===== config.mk =====
export PLATFORM = sky130hd
export DESIGN_NAME = cmc_move_control
export DESIGN_NICKNAME = d
export VERILOG_FILES = /design/src/cmc_pkg_order_note.sv /design/src/cmc_pkg.sv /design/src/cmc_move_control.sv
export VERILOG_INCLUDE_DIRS = /design/src
export SDC_FILE = /design/constraint.sdc
export NUM_CORES = 1
export LEC_CHECK = 0
export BUFFER_PORTS_ARGS = -buffer_cell sky130_fd_sc_hd__buf_2
export CAP_MARGIN = 30
export CORE_ASPECT_RATIO = 0.5
export CORE_MARGIN = 4
export CORE_UTILIZATION = 30
export CTS_BUF_LIST = sky130_fd_sc_hd__clkbuf_4 sky130_fd_sc_hd__clkbuf_8
export DETAILED_ROUTE_END_ITERATION = 10
export GPL_TIMING_DRIVEN = 0
export PLACE_DENSITY_LB_ADDON = 0.1
export SYNTH_ARGS = -nofsm -noshare
export SYNTH_HDL_FRONTEND = slang
export SYNTH_SLANG_ARGS = --single-unit

===== constraint.sdc =====
create_clock -name clk_in -period 6.6 [get_ports clk_in]
set_input_delay 0.99 -clock clk_in [delete_from_list [all_inputs] [get_ports clk_in]]
set_output_delay 0.99 -clock clk_in [all_outputs]
set_load 0.02 [all_outputs]

===== src/cmc_defines.svh =====
// cmc_defines.svh: offsets, fields, reset values and timing counts for cursor_move_control
// assumes a 10 MHz core clock and a 7-bit display character counter
`ifndef CMC_DEFINES_SVH
`define CMC_DEFINES_SVH

// ==========================================================
// register byte offsets
`define CMC_ADDR_CMD 8'h00
`define CMC_ADDR_CTRL 8'h04
`define CMC_ADDR_STATUS 8'h08

// ==========================================================
// command register bits, write one to issue
`define CMC_CMD_DOWN 0
`define CMC_CMD_UP 1
`define CMC_CMD_LEFT 2
`define CMC_CMD_RIGHT 3
`define CMC_CMD_CR 4
`define CMC_CMD_HOME 5

// ==========================================================
// control register bits and reset value
`define CMC_CTRL_KEY_EN 0
`define CMC_CTRL_REP_EN 1
`define CMC_CTRL_RESET 2'h3

// ==========================================================
// status register fields
`define CMC_ST_CHAR_LSB 0
`define CMC_ST_LINE_LSB 8
`define CMC_ST_BUSY 16
`define CMC_ST_KEY_LSB 20

// ==========================================================
// character counter decodes and cursor limits
`define CMC_CNT_SET 7'h4c
`define CMC_CNT_CLR 7'h52
`define CMC_CHAR_LAST 7'h47
`define CMC_LINE_LAST 5'h18

// ==========================================================
// timing: clock rate in MHz, times in microseconds
`define CMC_CLK_MHZ 32'h0000_000a
`define CMC_DEBOUNCE_US 32'h0000_2710
`define CMC_REPEAT_DLY_US 32'h0007_a120
`define CMC_DEBOUNCE_CYC (`CMC_DEBOUNCE_US * `CMC_CLK_MHZ)
`define CMC_REPEAT_DLY_CYC (`CMC_REPEAT_DLY_US * `CMC_CLK_MHZ)

`endif


===== src/cmc_pkg_order_note.sv =====
`timescale 1ns/1ns


===== src/cmc_pkg.sv =====
// cmc_pkg.sv: types shared by cursor_move_control and its bench
// assumes an AHB-Lite master with 32-bit data
package cmc_pkg;

  // ==========================================================
  // AHB-Lite request and response carriers
  typedef struct packed {
    logic hsel;
    logic [31:0] haddr;
    logic [1:0] htrans;
    logic hwrite;
    logic [2:0] hsize;
    logic [31:0] hwdata;
    logic hready;
  } cmc_ahb_req_t;

  typedef struct packed {
    logic [31:0] hrdata;
    logic hreadyout;
    logic hresp;
  } cmc_ahb_rsp_t;

  // ==========================================================
  // one bit per cursor direction
  typedef struct packed {
    logic right;
    logic left;
    logic up;
    logic down;
  } cmc_dir_t;

  // ==========================================================
  // move sequencer states
  typedef enum logic [2:0] {
    CMC_IDLE,
    CMC_WAIT_SET,
    CMC_PULSE,
    CMC_WAIT_REL,
    CMC_ACK
  } cmc_state_t;

endpackage : cmc_pkg


===== src/cmc_move_control.sv =====
// cmc_move_control.sv: cursor position counters and their move sequencer, AHB-Lite slave
// assumes char_count_in is the display character counter, synchronous to clk_in
//
// Behaviour
// - right: drive char steer-down low first
// - latch set at 76, cleared at 82
// - char step only while advance permit high
// - zero decode gates character counter clock
// - after 82 and release, pulse accepted
// - left: steer-up low, count down one
// - vertical moves use same 76/82 pulse
// - up: line steer-up low, decrement one
// - no line step up from zero
// - down: line steer-down low, increment one
// - arrow keys debounced before making a move
// - held key repeats on 7.5 Hz tick
// - debounced closure reported back to keyboard
// - carriage return clears character counter only
// - home from power-on, host or key
// - home clears both counters
// - character counter spans 72 positions
// - line counter spans 25 lines
`timescale 1ns/1ns
`default_nettype none
`include "cmc_defines.svh"

module cmc_move_control #(
  parameter int DEBOUNCE_CYC = `CMC_DEBOUNCE_CYC,
  parameter int REPEAT_CYC = `CMC_REPEAT_DLY_CYC
) (
  // clock and reset
  input wire logic clk_in,
  input wire logic rst_in,
  // register bus
  input wire cmc_pkg::cmc_ahb_req_t ahb_in,
  output cmc_pkg::cmc_ahb_rsp_t ahb_out,
  // display timing
  input wire logic [6:0] char_count_in,
  input wire logic cursor_advance_in,
  input wire logic repeat_tick_in,
  // host commands and keys, active low
  input wire cmc_pkg::cmc_dir_t host_cmd_n_in,
  input wire cmc_pkg::cmc_dir_t arrow_key_n_in,
  input wire logic cr_n_in,
  input wire logic home_cmd_n_in,
  input wire logic home_key_n_in,
  input wire logic por_n_in,
  // cursor position and steering
  output logic [6:0] char_pos_out,
  output logic [4:0] line_pos_out,
  output logic char_steer_up_n_out,
  output logic char_steer_down_n_out,
  output logic line_steer_up_n_out,
  output logic line_steer_down_n_out,
  output logic move_pulse_out,
  // handshake and key report
  output logic accepted_out,
  output cmc_pkg::cmc_dir_t key_closed_out
);

  localparam int CW = $clog2(REPEAT_CYC + 1);

  // ==========================================================
  // bus slave state
  logic dp_valid;
  logic dp_write;
  logic [7:0] dp_addr;
  logic [31:0] rdata;
  logic [1:0] ctrl;
  logic addr_ok;
  logic cmd_wr;
  logic [3:0] bus_dir;
  logic bus_cr;
  logic bus_home;

  // ==========================================================
  // sequencer and key state
  cmc_pkg::cmc_state_t state;
  logic [3:0] pend;
  logic [3:0] sel;
  logic [3:0] host_d;
  logic [3:0] host_fall;
  logic [3:0] key_evt;
  logic [3:0] take;
  logic [3:0] pick;
  logic [3:0] clean;
  logic rep_d;
  logic rep_edge;
  logic at_set;
  logic at_clr;
  logic home;
  logic cr;
  logic char_ok;
  logic line_ok;
  logic released;

  // ==========================================================
  // AHB-Lite slave: zero wait states, always OKAY
  assign addr_ok = ahb_in.hsel && ahb_in.htrans[1] && ahb_in.hready;

  always_ff @(posedge clk_in)
  begin
    if (rst_in)
    begin
      dp_valid <= 1'b0;
      dp_write <= 1'b0;
      dp_addr <= 8'h00;
    end
    else
    begin
      dp_valid <= addr_ok;
      dp_write <= ahb_in.hwrite;
      dp_addr <= ahb_in.haddr[7:0];
    end
  end

  // read data is captured in the address phase so hrdata leaves a flop
  always_ff @(posedge clk_in)
  begin
    if (rst_in)
      rdata <= 32'h0000_0000;
    else if (addr_ok && !ahb_in.hwrite)
    begin
      rdata <= 32'h0000_0000;
      case (ahb_in.haddr[7:0])
        `CMC_ADDR_CTRL: rdata[1:0] <= ctrl;
        `CMC_ADDR_STATUS:
        begin
          rdata[`CMC_ST_CHAR_LSB +: 7] <= char_pos_out;
          rdata[`CMC_ST_LINE_LSB +: 5] <= line_pos_out;
          rdata[`CMC_ST_BUSY] <= (state != cmc_pkg::CMC_IDLE) || (pend != 4'h0);
          rdata[`CMC_ST_KEY_LSB +: 4] <= clean;
        end
        default: rdata <= 32'h0000_0000;
      endcase
    end
  end

  assign ahb_out.hrdata = rdata;
  assign ahb_out.hreadyout = 1'b1;
  assign ahb_out.hresp = 1'b0;

  assign cmd_wr = dp_valid && dp_write && (dp_addr == `CMC_ADDR_CMD);
  assign bus_dir = cmd_wr ? ahb_in.hwdata[3:0] : 4'h0;
  assign bus_cr = cmd_wr && ahb_in.hwdata[`CMC_CMD_CR];
  assign bus_home = cmd_wr && ahb_in.hwdata[`CMC_CMD_HOME];

  always_ff @(posedge clk_in)
  begin
    if (rst_in)
      ctrl <= `CMC_CTRL_RESET;
    else if (dp_valid && dp_write && (dp_addr == `CMC_ADDR_CTRL))
      ctrl <= ahb_in.hwdata[1:0];
  end

  // ==========================================================
  // host command edges: requests idle high and pulse low
  always_ff @(posedge clk_in)
  begin
    if (rst_in)
    begin
      host_d <= 4'hf;
      rep_d <= 1'b0;
    end
    else
    begin
      host_d <= host_cmd_n_in;
      rep_d <= repeat_tick_in;
    end
  end

  assign host_fall = host_d & ~host_cmd_n_in;
  assign rep_edge = repeat_tick_in && !rep_d;

  // ==========================================================
  // arrow keys: one counter per key does both filter and repeat delay
  generate
    for (genvar i = 0; i < 4; i++)
    begin : g_key
      logic [CW-1:0] cnt;
      logic evt;
      always_ff @(posedge clk_in)
      begin
        if (rst_in || arrow_key_n_in[i] || !ctrl[`CMC_CTRL_KEY_EN])
        begin
          // any bounce back high restarts the filter
          cnt <= '0;
          clean[i] <= 1'b0;
          evt <= 1'b0;
        end
        else
        begin
          evt <= 1'b0;
          if (cnt != CW'(REPEAT_CYC))
            cnt <= cnt + CW'(1);
          if (cnt == CW'(DEBOUNCE_CYC - 1))
          begin
            clean[i] <= 1'b1;
            evt <= 1'b1;
          end
          if ((cnt == CW'(REPEAT_CYC)) && ctrl[`CMC_CTRL_REP_EN] && rep_edge)
            evt <= 1'b1;
        end
      end
      assign key_evt[i] = evt;
    end
  endgenerate

  assign key_closed_out = clean;

  // ==========================================================
  // pending requests: a new request wins over its own take
  always_comb
  begin
    pick = 4'h0;
    if (pend[3])
      pick = 4'h8;
    else if (pend[2])
      pick = 4'h4;
    else if (pend[1])
      pick = 4'h2;
    else if (pend[0])
      pick = 4'h1;
  end

  assign take = (state == cmc_pkg::CMC_IDLE) ? pick : 4'h0;

  always_ff @(posedge clk_in)
  begin
    if (rst_in)
      pend <= 4'h0;
    else
      pend <= (pend & ~take) | host_fall | key_evt | bus_dir;
  end

  // ==========================================================
  // move sequencer
  assign at_set = (char_count_in == `CMC_CNT_SET);
  assign at_clr = (char_count_in == `CMC_CNT_CLR);
  assign released = ((sel & ~host_cmd_n_in) == 4'h0);

  always_ff @(posedge clk_in)
  begin
    if (rst_in)
    begin
      state <= cmc_pkg::CMC_IDLE;
      sel <= 4'h0;
      move_pulse_out <= 1'b0;
      accepted_out <= 1'b0;
    end
    else
    begin
      case (state)
        cmc_pkg::CMC_IDLE:
        begin
          accepted_out <= 1'b0;
          if (pick != 4'h0)
          begin
            sel <= pick;
            state <= cmc_pkg::CMC_WAIT_SET;
          end
        end
        cmc_pkg::CMC_WAIT_SET:
          if (at_set)
          begin
            move_pulse_out <= 1'b1;
            state <= cmc_pkg::CMC_PULSE;
          end
        cmc_pkg::CMC_PULSE:
          if (at_clr)
          begin
            move_pulse_out <= 1'b0;
            state <= cmc_pkg::CMC_WAIT_REL;
          end
        cmc_pkg::CMC_WAIT_REL:
          if (released)
          begin
            accepted_out <= 1'b1;
            state <= cmc_pkg::CMC_ACK;
          end
        cmc_pkg::CMC_ACK:
        begin
          accepted_out <= 1'b0;
          sel <= 4'h0;
          state <= cmc_pkg::CMC_IDLE;
        end
        default:
        begin
          sel <= 4'h0;
          move_pulse_out <= 1'b0;
          accepted_out <= 1'b0;
          state <= cmc_pkg::CMC_IDLE;
        end
      endcase
    end
  end

  // ==========================================================
  // steering: set as soon as a move is selected, before its clock
  always_ff @(posedge clk_in)
  begin
    if (rst_in)
    begin
      char_steer_up_n_out <= 1'b1;
      char_steer_down_n_out <= 1'b1;
      line_steer_up_n_out <= 1'b1;
      line_steer_down_n_out <= 1'b1;
    end
    else if (state == cmc_pkg::CMC_IDLE)
    begin
      char_steer_down_n_out <= !pick[3];
      char_steer_up_n_out <= !pick[2];
      line_steer_up_n_out <= !pick[1];
      line_steer_down_n_out <= !pick[0];
    end
  end

  // ==========================================================
  // counter clock gating, evaluated on the step edge at count 76
  always_comb
  begin
    char_ok = 1'b0;
    line_ok = 1'b0;
    if (sel[3])
      char_ok = cursor_advance_in && (char_pos_out != `CMC_CHAR_LAST);
    else if (sel[2])
      char_ok = cursor_advance_in && (char_pos_out != 7'h00);
    if (sel[1])
      line_ok = (line_pos_out != 5'h00);
    else if (sel[0])
      line_ok = (line_pos_out != `CMC_LINE_LAST);
  end

  // clears are level sensitive and take effect on the next edge
  assign home = !por_n_in || !home_cmd_n_in || !home_key_n_in || bus_home;
  assign cr = !cr_n_in || bus_cr;

  // ==========================================================
  // cursor position counters
  always_ff @(posedge clk_in)
  begin
    if (rst_in || home || cr)
      char_pos_out <= 7'h00;
    else if ((state == cmc_pkg::CMC_WAIT_SET) && at_set && char_ok)
    begin
      if (sel[3])
        char_pos_out <= char_pos_out + 7'h01;
      else
        char_pos_out <= char_pos_out - 7'h01;
    end
  end

  always_ff @(posedge clk_in)
  begin
    if (rst_in || home)
      line_pos_out <= 5'h00;
    else if ((state == cmc_pkg::CMC_WAIT_SET) && at_set && line_ok)
    begin
      if (sel[1])
        line_pos_out <= line_pos_out - 5'h01;
      else
        line_pos_out <= line_pos_out + 5'h01;
    end
  end

endmodule : cmc_move_control
`default_nettype wire


==> results of run 1 <==
power groups by stage:
stage	registers, mW	clock network, mW	logic (mW)
finish	1.01	0.833	0.146
global route	1.01	0.902	0.162
CTS	1.01	0.864	0.146
detailed placement	1.03	0	0.145
global placement	1.03	0	0.144
floorplan	1.03	0	0.0986
cells in the mapped netlist, types with 13 or more instances:
| library cell | count | area (um2) |
|---|---|---|
| dfxtp_1 | 163 | 3263 |
| nor2_1 | 128 | 480.5 |
| nand2_1 | 55 | 206.5 |
| xor2_1 | 42 | 367.9 |
| xnor2_1 | 40 | 350.3 |
| a21oi_1 | 39 | 195.2 |
| nand3_1 | 35 | 175.2 |
| nand4_1 | 33 | 206.5 |
| inv_1 | 28 | 105.1 |
| clkbuf_1 | 27 | 101.4 |
| o21ai_0 | 24 | 120.1 |
| nor3_1 | 22 | 110.1 |
| nor4_1 | 19 | 118.9 |
| buf_4 | 18 | 135.1 |
| nand2b_1 | 18 | 112.6 |
| nor2b_1 | 18 | 112.6 |
| and3_1 | 17 | 106.4 |
| ha_1 | 16 | 200.2 |
| or3_1 | 13 | 81.33 |
sequential cells by signal, indices dropped and copies added, names as in the netlist, 2 cells and up:
signal          cells
rdata              17
host_d              4
char_pos_out        7
ctrl                2
g_key.evt           4
dp_addr             8
g_key.cnt          92
sel                 4
key_closed_out      4
line_pos_out        5
state               3
pend                4
final cells by class:
cell class                      count  area (um2)
Buffer                             47       255.2
Sequential cell                   163        3263
Inverter                           28       105.1
Timing Repair Buffer               79       395.4
Fill cell                        2635       16250
Clock inverter                     14       202.7
Clock buffer                       18       247.7
Tap cell                          344       430.4
Multi-Input combinational cell    666        4192
final timing paths:
kind / cells past startpoint / from / slack, ns / end
setup / recovery: 6 / char_count_in[1] / 4.02 / char_pos_out[3]
hold reg to reg: 2 / rdata[1] / 0.47 / rdata[1]
setup reg to reg: 7 / sel[3] / 4.21 / char_pos_out[6]
hold / removal: 2 / rdata[1] / 0.47 / rdata[1]
worst max-delay path, cell delays in order:
cell      delay [ns]
buf_2           0.11
nor4bb_1        0.46
nand4b_1        0.48
a211oi_4        0.60
mux2i_1         0.27
nor2_1          0.05
per-layer routing:
metal,vias to the layer above,routed length [um],GRT usage
li1,3316,-,-
met4,0,186,0.03371
met3,15,680,0.03710
met2,90,9016,0.2294
met1,3028,9732,0.1856
met5,-,0,0
logic make-up after synthesis:
kind of cell | share of synthesized area
fa+ha+maj | 0.03096
buf+inv | 0.04644
other cells | 0.0009679
mux | 0.01306
simple gates | 0.2948
xor+xnor | 0.09257
compound gates | 0.1006
flops | 0.4206
metrics by stage:
step / total power [mW] / cells / utilization
floorplan: 1.129 / 904 / -
global placement: 1.176 / 1326 / 0.3408
detailed placement: 1.178 / 1326 / 0.3408
CTS: 2.020 / 1358 / 0.3585
global route: 2.076 / 1359 / 0.3587
finish: 1.988 / 1359 / 0.3587
==> metrics, run 1 <==
post-place instance area=around 8600 um2; Gate power share=0.073; layout cells sized above 1=0.1675; setup bufs post-CTS=0; Yosys reg bits=163; Setup TNS=0 ns; die height=121.7 um; max_cap viols=0; Syn Area/Cell=8.727 um2; Pint=1.479 mW; final-report setup violation count=0; hpwl dp=14630 um; die area=28660 um2; CTS resizes=0; worst clock skew=0.01078 ns; Least-Margin Pin Slew=1.014 ns; # diodes=0; GRT Util Overall=0.1397; fin nets=1115; initial core utilization=0.3062; core area=approximately 25000 um2; WL/cell=14.43 um; pwr/cell area=218.7 nW/um2; pre-CTS setup slack=3.533 ns; crit start category=input port; hold_buf cts=0; final worst slack=4.017 ns; Netlist cell types=62; kind of critical path=in2reg; most frequent cells in the layout=163 x dfxtp_1, 128 x nor2_1, 78 x buf_2, 55 x nand2_1, 42 x xor2_1; Sw Pwr=0.5086 mW; Mapped Area=~7800 um2; antenna-violating nets left=0; most common cell after layout, fill and taps aside=dfxtp_1; Initial DRT Pass Iterations=6; io pins=151; Vias=6449; Area growth syn-to-layout=17.17%; VDD IR max=roughly 0.13 mV; global-route wire length before repair=32440 um; Yosys Warn Count=0; CTS tree=built; EDFF count, synth=0; RSZ-0062 raised after global routing=no; Worst-path clk slew=0.09 ns; H-tree levels=4; Port Buffers=between 70 and 80; DRC=0; worst min-delay path category=reg2reg; final instance area=about 9000 um2; final hold vios=0; clk sink count=163; gr ovfl total=0; Clock Path Buffers=2; sequential-to-total area share from yosys stat=0.4206; worst skew pair latency=0.48 ns; Site Rows=41; asr flop ratio synth=0; cell count after synthesis=889; Die W=235.4 um; Flop pwr share=0.508; cts bufs inserted=17; Detailed Route WL=19620 um; worst hold slack=0.4698 ns; largest net degree at the start of global routing=17; root buffer cell=clkbuf_8; Post-synth top flop=dfxtp_1; via/cell ratio=4.745; crit path DAT=2.95 ns; initial antenna violation count=0; Clk pwr share=0.419; fin crit share=0.3913; run status=completed; switch share=0.2559; 1st-iter DRT viols=355; Final Max Slew Viols=0; RD Place Congestion=between 0.7 and 0.8; nature of the critical path endpoint=flip-flop; CP required=approximately 7 ns; headroom to the max-slew limit=0.3179; Max FO, Critical Path=9; Lkg Pwr=3.252 nW; Final min period=2.583 ns; max frequency=387.2 MHz; vias in the first global route=roughly 6100
Power figures use the tool's default switching activity.
==> run 2: changes to the inputs <==
--- a/config.mk
+++ b/config.mk
@@ -6,6 +6,7 @@
 export SDC_FILE = /design/constraint.sdc
 export NUM_CORES = 1
 export LEC_CHECK = 0
+export ABC_AREA = 1
 export BUFFER_PORTS_ARGS = -buffer_cell sky130_fd_sc_hd__buf_2
 export CAP_MARGIN = 30
 export CORE_ASPECT_RATIO = 0.5
==> constraint.sdc (replaced) <==
create_clock -name clk_in -period 2.5 [get_ports clk_in]
set_input_delay 0.375 -clock clk_in [delete_from_list [all_inputs] [get_ports clk_in]]
set_output_delay 0.375 -clock clk_in [all_outputs]
set_load 0.02 [all_outputs]
==> metrics, run 2 <==
cts bufs inserted=17; Area contributors post-synth=dfxtp_1 39%, nand2_1 12%, nor2_1 8.5%, inv_1 7.8%, a21oi_1 6.5%; gr ovfl total=0; RSZ-0062 raised after global routing=no; kind of critical path=reg2reg; Pint=3.938 mW; Gate power share=0.107; Final min period=1.923 ns; CTS resizes=0; VDD IR max=0.3634 mV; nature of the critical path endpoint=flip-flop; Flop pwr share=0.500; RD Place Congestion=0.8285; layout cells sized above 1=0.1203; io pins=~150; Largest regs=g_key.cnt: 92 flops, rdata: 17 flops, dp_addr: 8 flops; final std cells w/o fill=1746; Area growth syn-to-layout=16.25%; largest net degree at the start of global routing=17; worst hold slack=0.1010 ns; setup bufs post-CTS=0; Worst-path clk slew=about 0.090 ns; hpwl dp=17480 um; number of flip-flops in the largest register=slightly above 90; Detailed Route WL=22750 um; Buf+Inv Stages, Crit Path=1; Vias=8079; DRC=0; WL/cell=13.03 um; sequential-to-total area share from yosys stat=0.3913; cell count after synthesis=about 1200; Top Family by Delay on Critical Path=simple AND/OR/NAND/NOR gates; pwr/cell area=561.0 nW/um2; Least-Margin Pin Slew=~0.67 ns; initial core utilization=0.3099; most common cell after layout, fill and taps aside=nand2_1; Sw Pwr=1.501 mW; asr flop ratio synth=0; worst skew pair latency=about 0.48 ns; Site Rows=42; Yosys Warn Count=0; Final Max Slew Viols=0; die height=125.9 um; vias in the first global route=about 7600; DP Cell Count=about 1700; max frequency=between 500 and 600 MHz; most common cell in the netlist=nand2_1; final hold vios=0; H-tree levels=4; hold_buf cts=0; Post-synth top flop=dfxtp_1; die area=30690 um2; switch share=0.2760; run status=completed; CTS tree=built; worst clock skew=0.01400 ns; post-synth top area share=0.3913; most frequent cells in the layout=260 x nand2_1, 188 x nor2_1, 174 x inv_1, 163 x dfxtp_1, 108 x a21oi_1; critical-path cell list=ha_1 > nand3_1 > nor2_1 > inv_1 > o21ai_0 > a21oi_1; GRT Util Overall=0.1501; max_cap viols=0; final-report setup violation count=0; Clock Path Buffers=2; headroom to the max-slew limit=0.5547; Syn Area/Cell=~6.7 um2; Die W=243.8 um; initial antenna violation count=0; EDFF count, synth=0; via/cell ratio=around 4.6; Critical Path Max Stage Delay=0.40 ns; clk sink count=163; Port Buffers=79; Synth top cells by count=260 x nand2_1, 188 x nor2_1, 174 x inv_1; Biggest register=g_key.cnt; Netlist cell types=42; Clk pwr share=0.393; Mapped Area=around 8300 um2; Max FO, Critical Path=7; Setup TNS=0 ns; Initial DRT Pass Iterations=5; global-route wire length before repair=37810 um; Yosys reg bits=between 150 and 200; crit path DAT=2.27 ns; root buffer cell=clkbuf_8; Final Util=0.3603; 1st-iter DRT viols=451; Lkg Pwr=3.900 nW; crit start category=flip-flop; filler instances=approximately 3000; antenna-violating nets left=0; CP max-delay cell=dfxtp_1; CP required=roughly 2.9 ns; # diodes=0; cell taking the most area after synthesis=dfxtp_1; core area=about 27000 um2; worst min-delay path category=in2reg; fin nets=1472; fin crit share=0.7691
## run 2: changes by cell type after synthesis, sizes merged, moves of 24 or more
cell and change:
a21oi +69, inv +149, nand2 +210, nand3 +60, nor2 +59, nor3 +24, o21ai +36, xnor2 -37
xor2 -38
## run 2: cell families after synthesis
| family | count (synthesis) | share of synthesized area |
|---|---|---|
| simple gates | 664 | 0.3563 |
| buf+inv | 212 | 0.1043 |
| compound gates | 180 | 0.1110 |
| flops | 163 | 0.3913 |
| fa+ha+maj | 18 | 0.02881 |
| xor+xnor | 7 | 0.007352 |
| other cells | 2 | 0.0009006 |
## run 2: worst paths after layout
kind	start	end	slack, ns	cells past startpoint
setup / recovery	g_key[3].cnt[0]	g_key[3].cnt[14]	0.58	6
hold / removal	host_cmd_n_in[2]	host_d[2]	0.10	3
setup reg to reg	g_key[3].cnt[0]	g_key[3].cnt[14]	0.58	6
hold reg to reg	rdata[11]	rdata[11]	0.47	2
## run 2: cell type report
type	count	area [um2]	area share
buffer	33	197.7	0.02039
clock buffer	21	282.8	0.02917
clock inverter	11	152.6	0.01575
inverter	179	671.9	0.06931
multi-input combinational	886	4263	0.4397
sequential	163	3263	0.3366
tap	374	467.9	0.04827
timing repair buffer	79	395.4	0.04078
## run 2: metal layers
metal	vias up	wire [um]	GRT usage
met5	-	0	0
met2	138	10150	0.2446
met4	0	436	0.05258
met1	3678	11290	0.1992
met3	26	878	0.03059
li1	4237	-	-
## run 2: metrics by stage
step           setup WS [ns]  power (mW)  instance area [um2]
4_1_cts               0.5582       5.523                 9694
3_5_place_dp          0.5617       3.357                 9259
6_report              0.5774       5.438                 9694
2_1_floorplan         0.9933       3.187                 8396
5_1_grt               0.3582       5.718                 9694
3_3_place_gp          0.5788       3.349                 9259
## run 2: worst min-delay path, stage by stage
cell and delay (ns):
buf_2 0.09, inv_1 0.04, nand2_1 0.04
## run 2: power by group through the flow
stage                     Combinational [mW]  Sequential [mW]  Clock (mW)
after global placement                 0.573             2.78           0
final                                  0.582             2.72        2.14
after global routing                   0.667             2.73        2.32
after floorplan                        0.412             2.77           0
after CTS                              0.582             2.72        2.22
after detailed placement               0.580             2.78           0
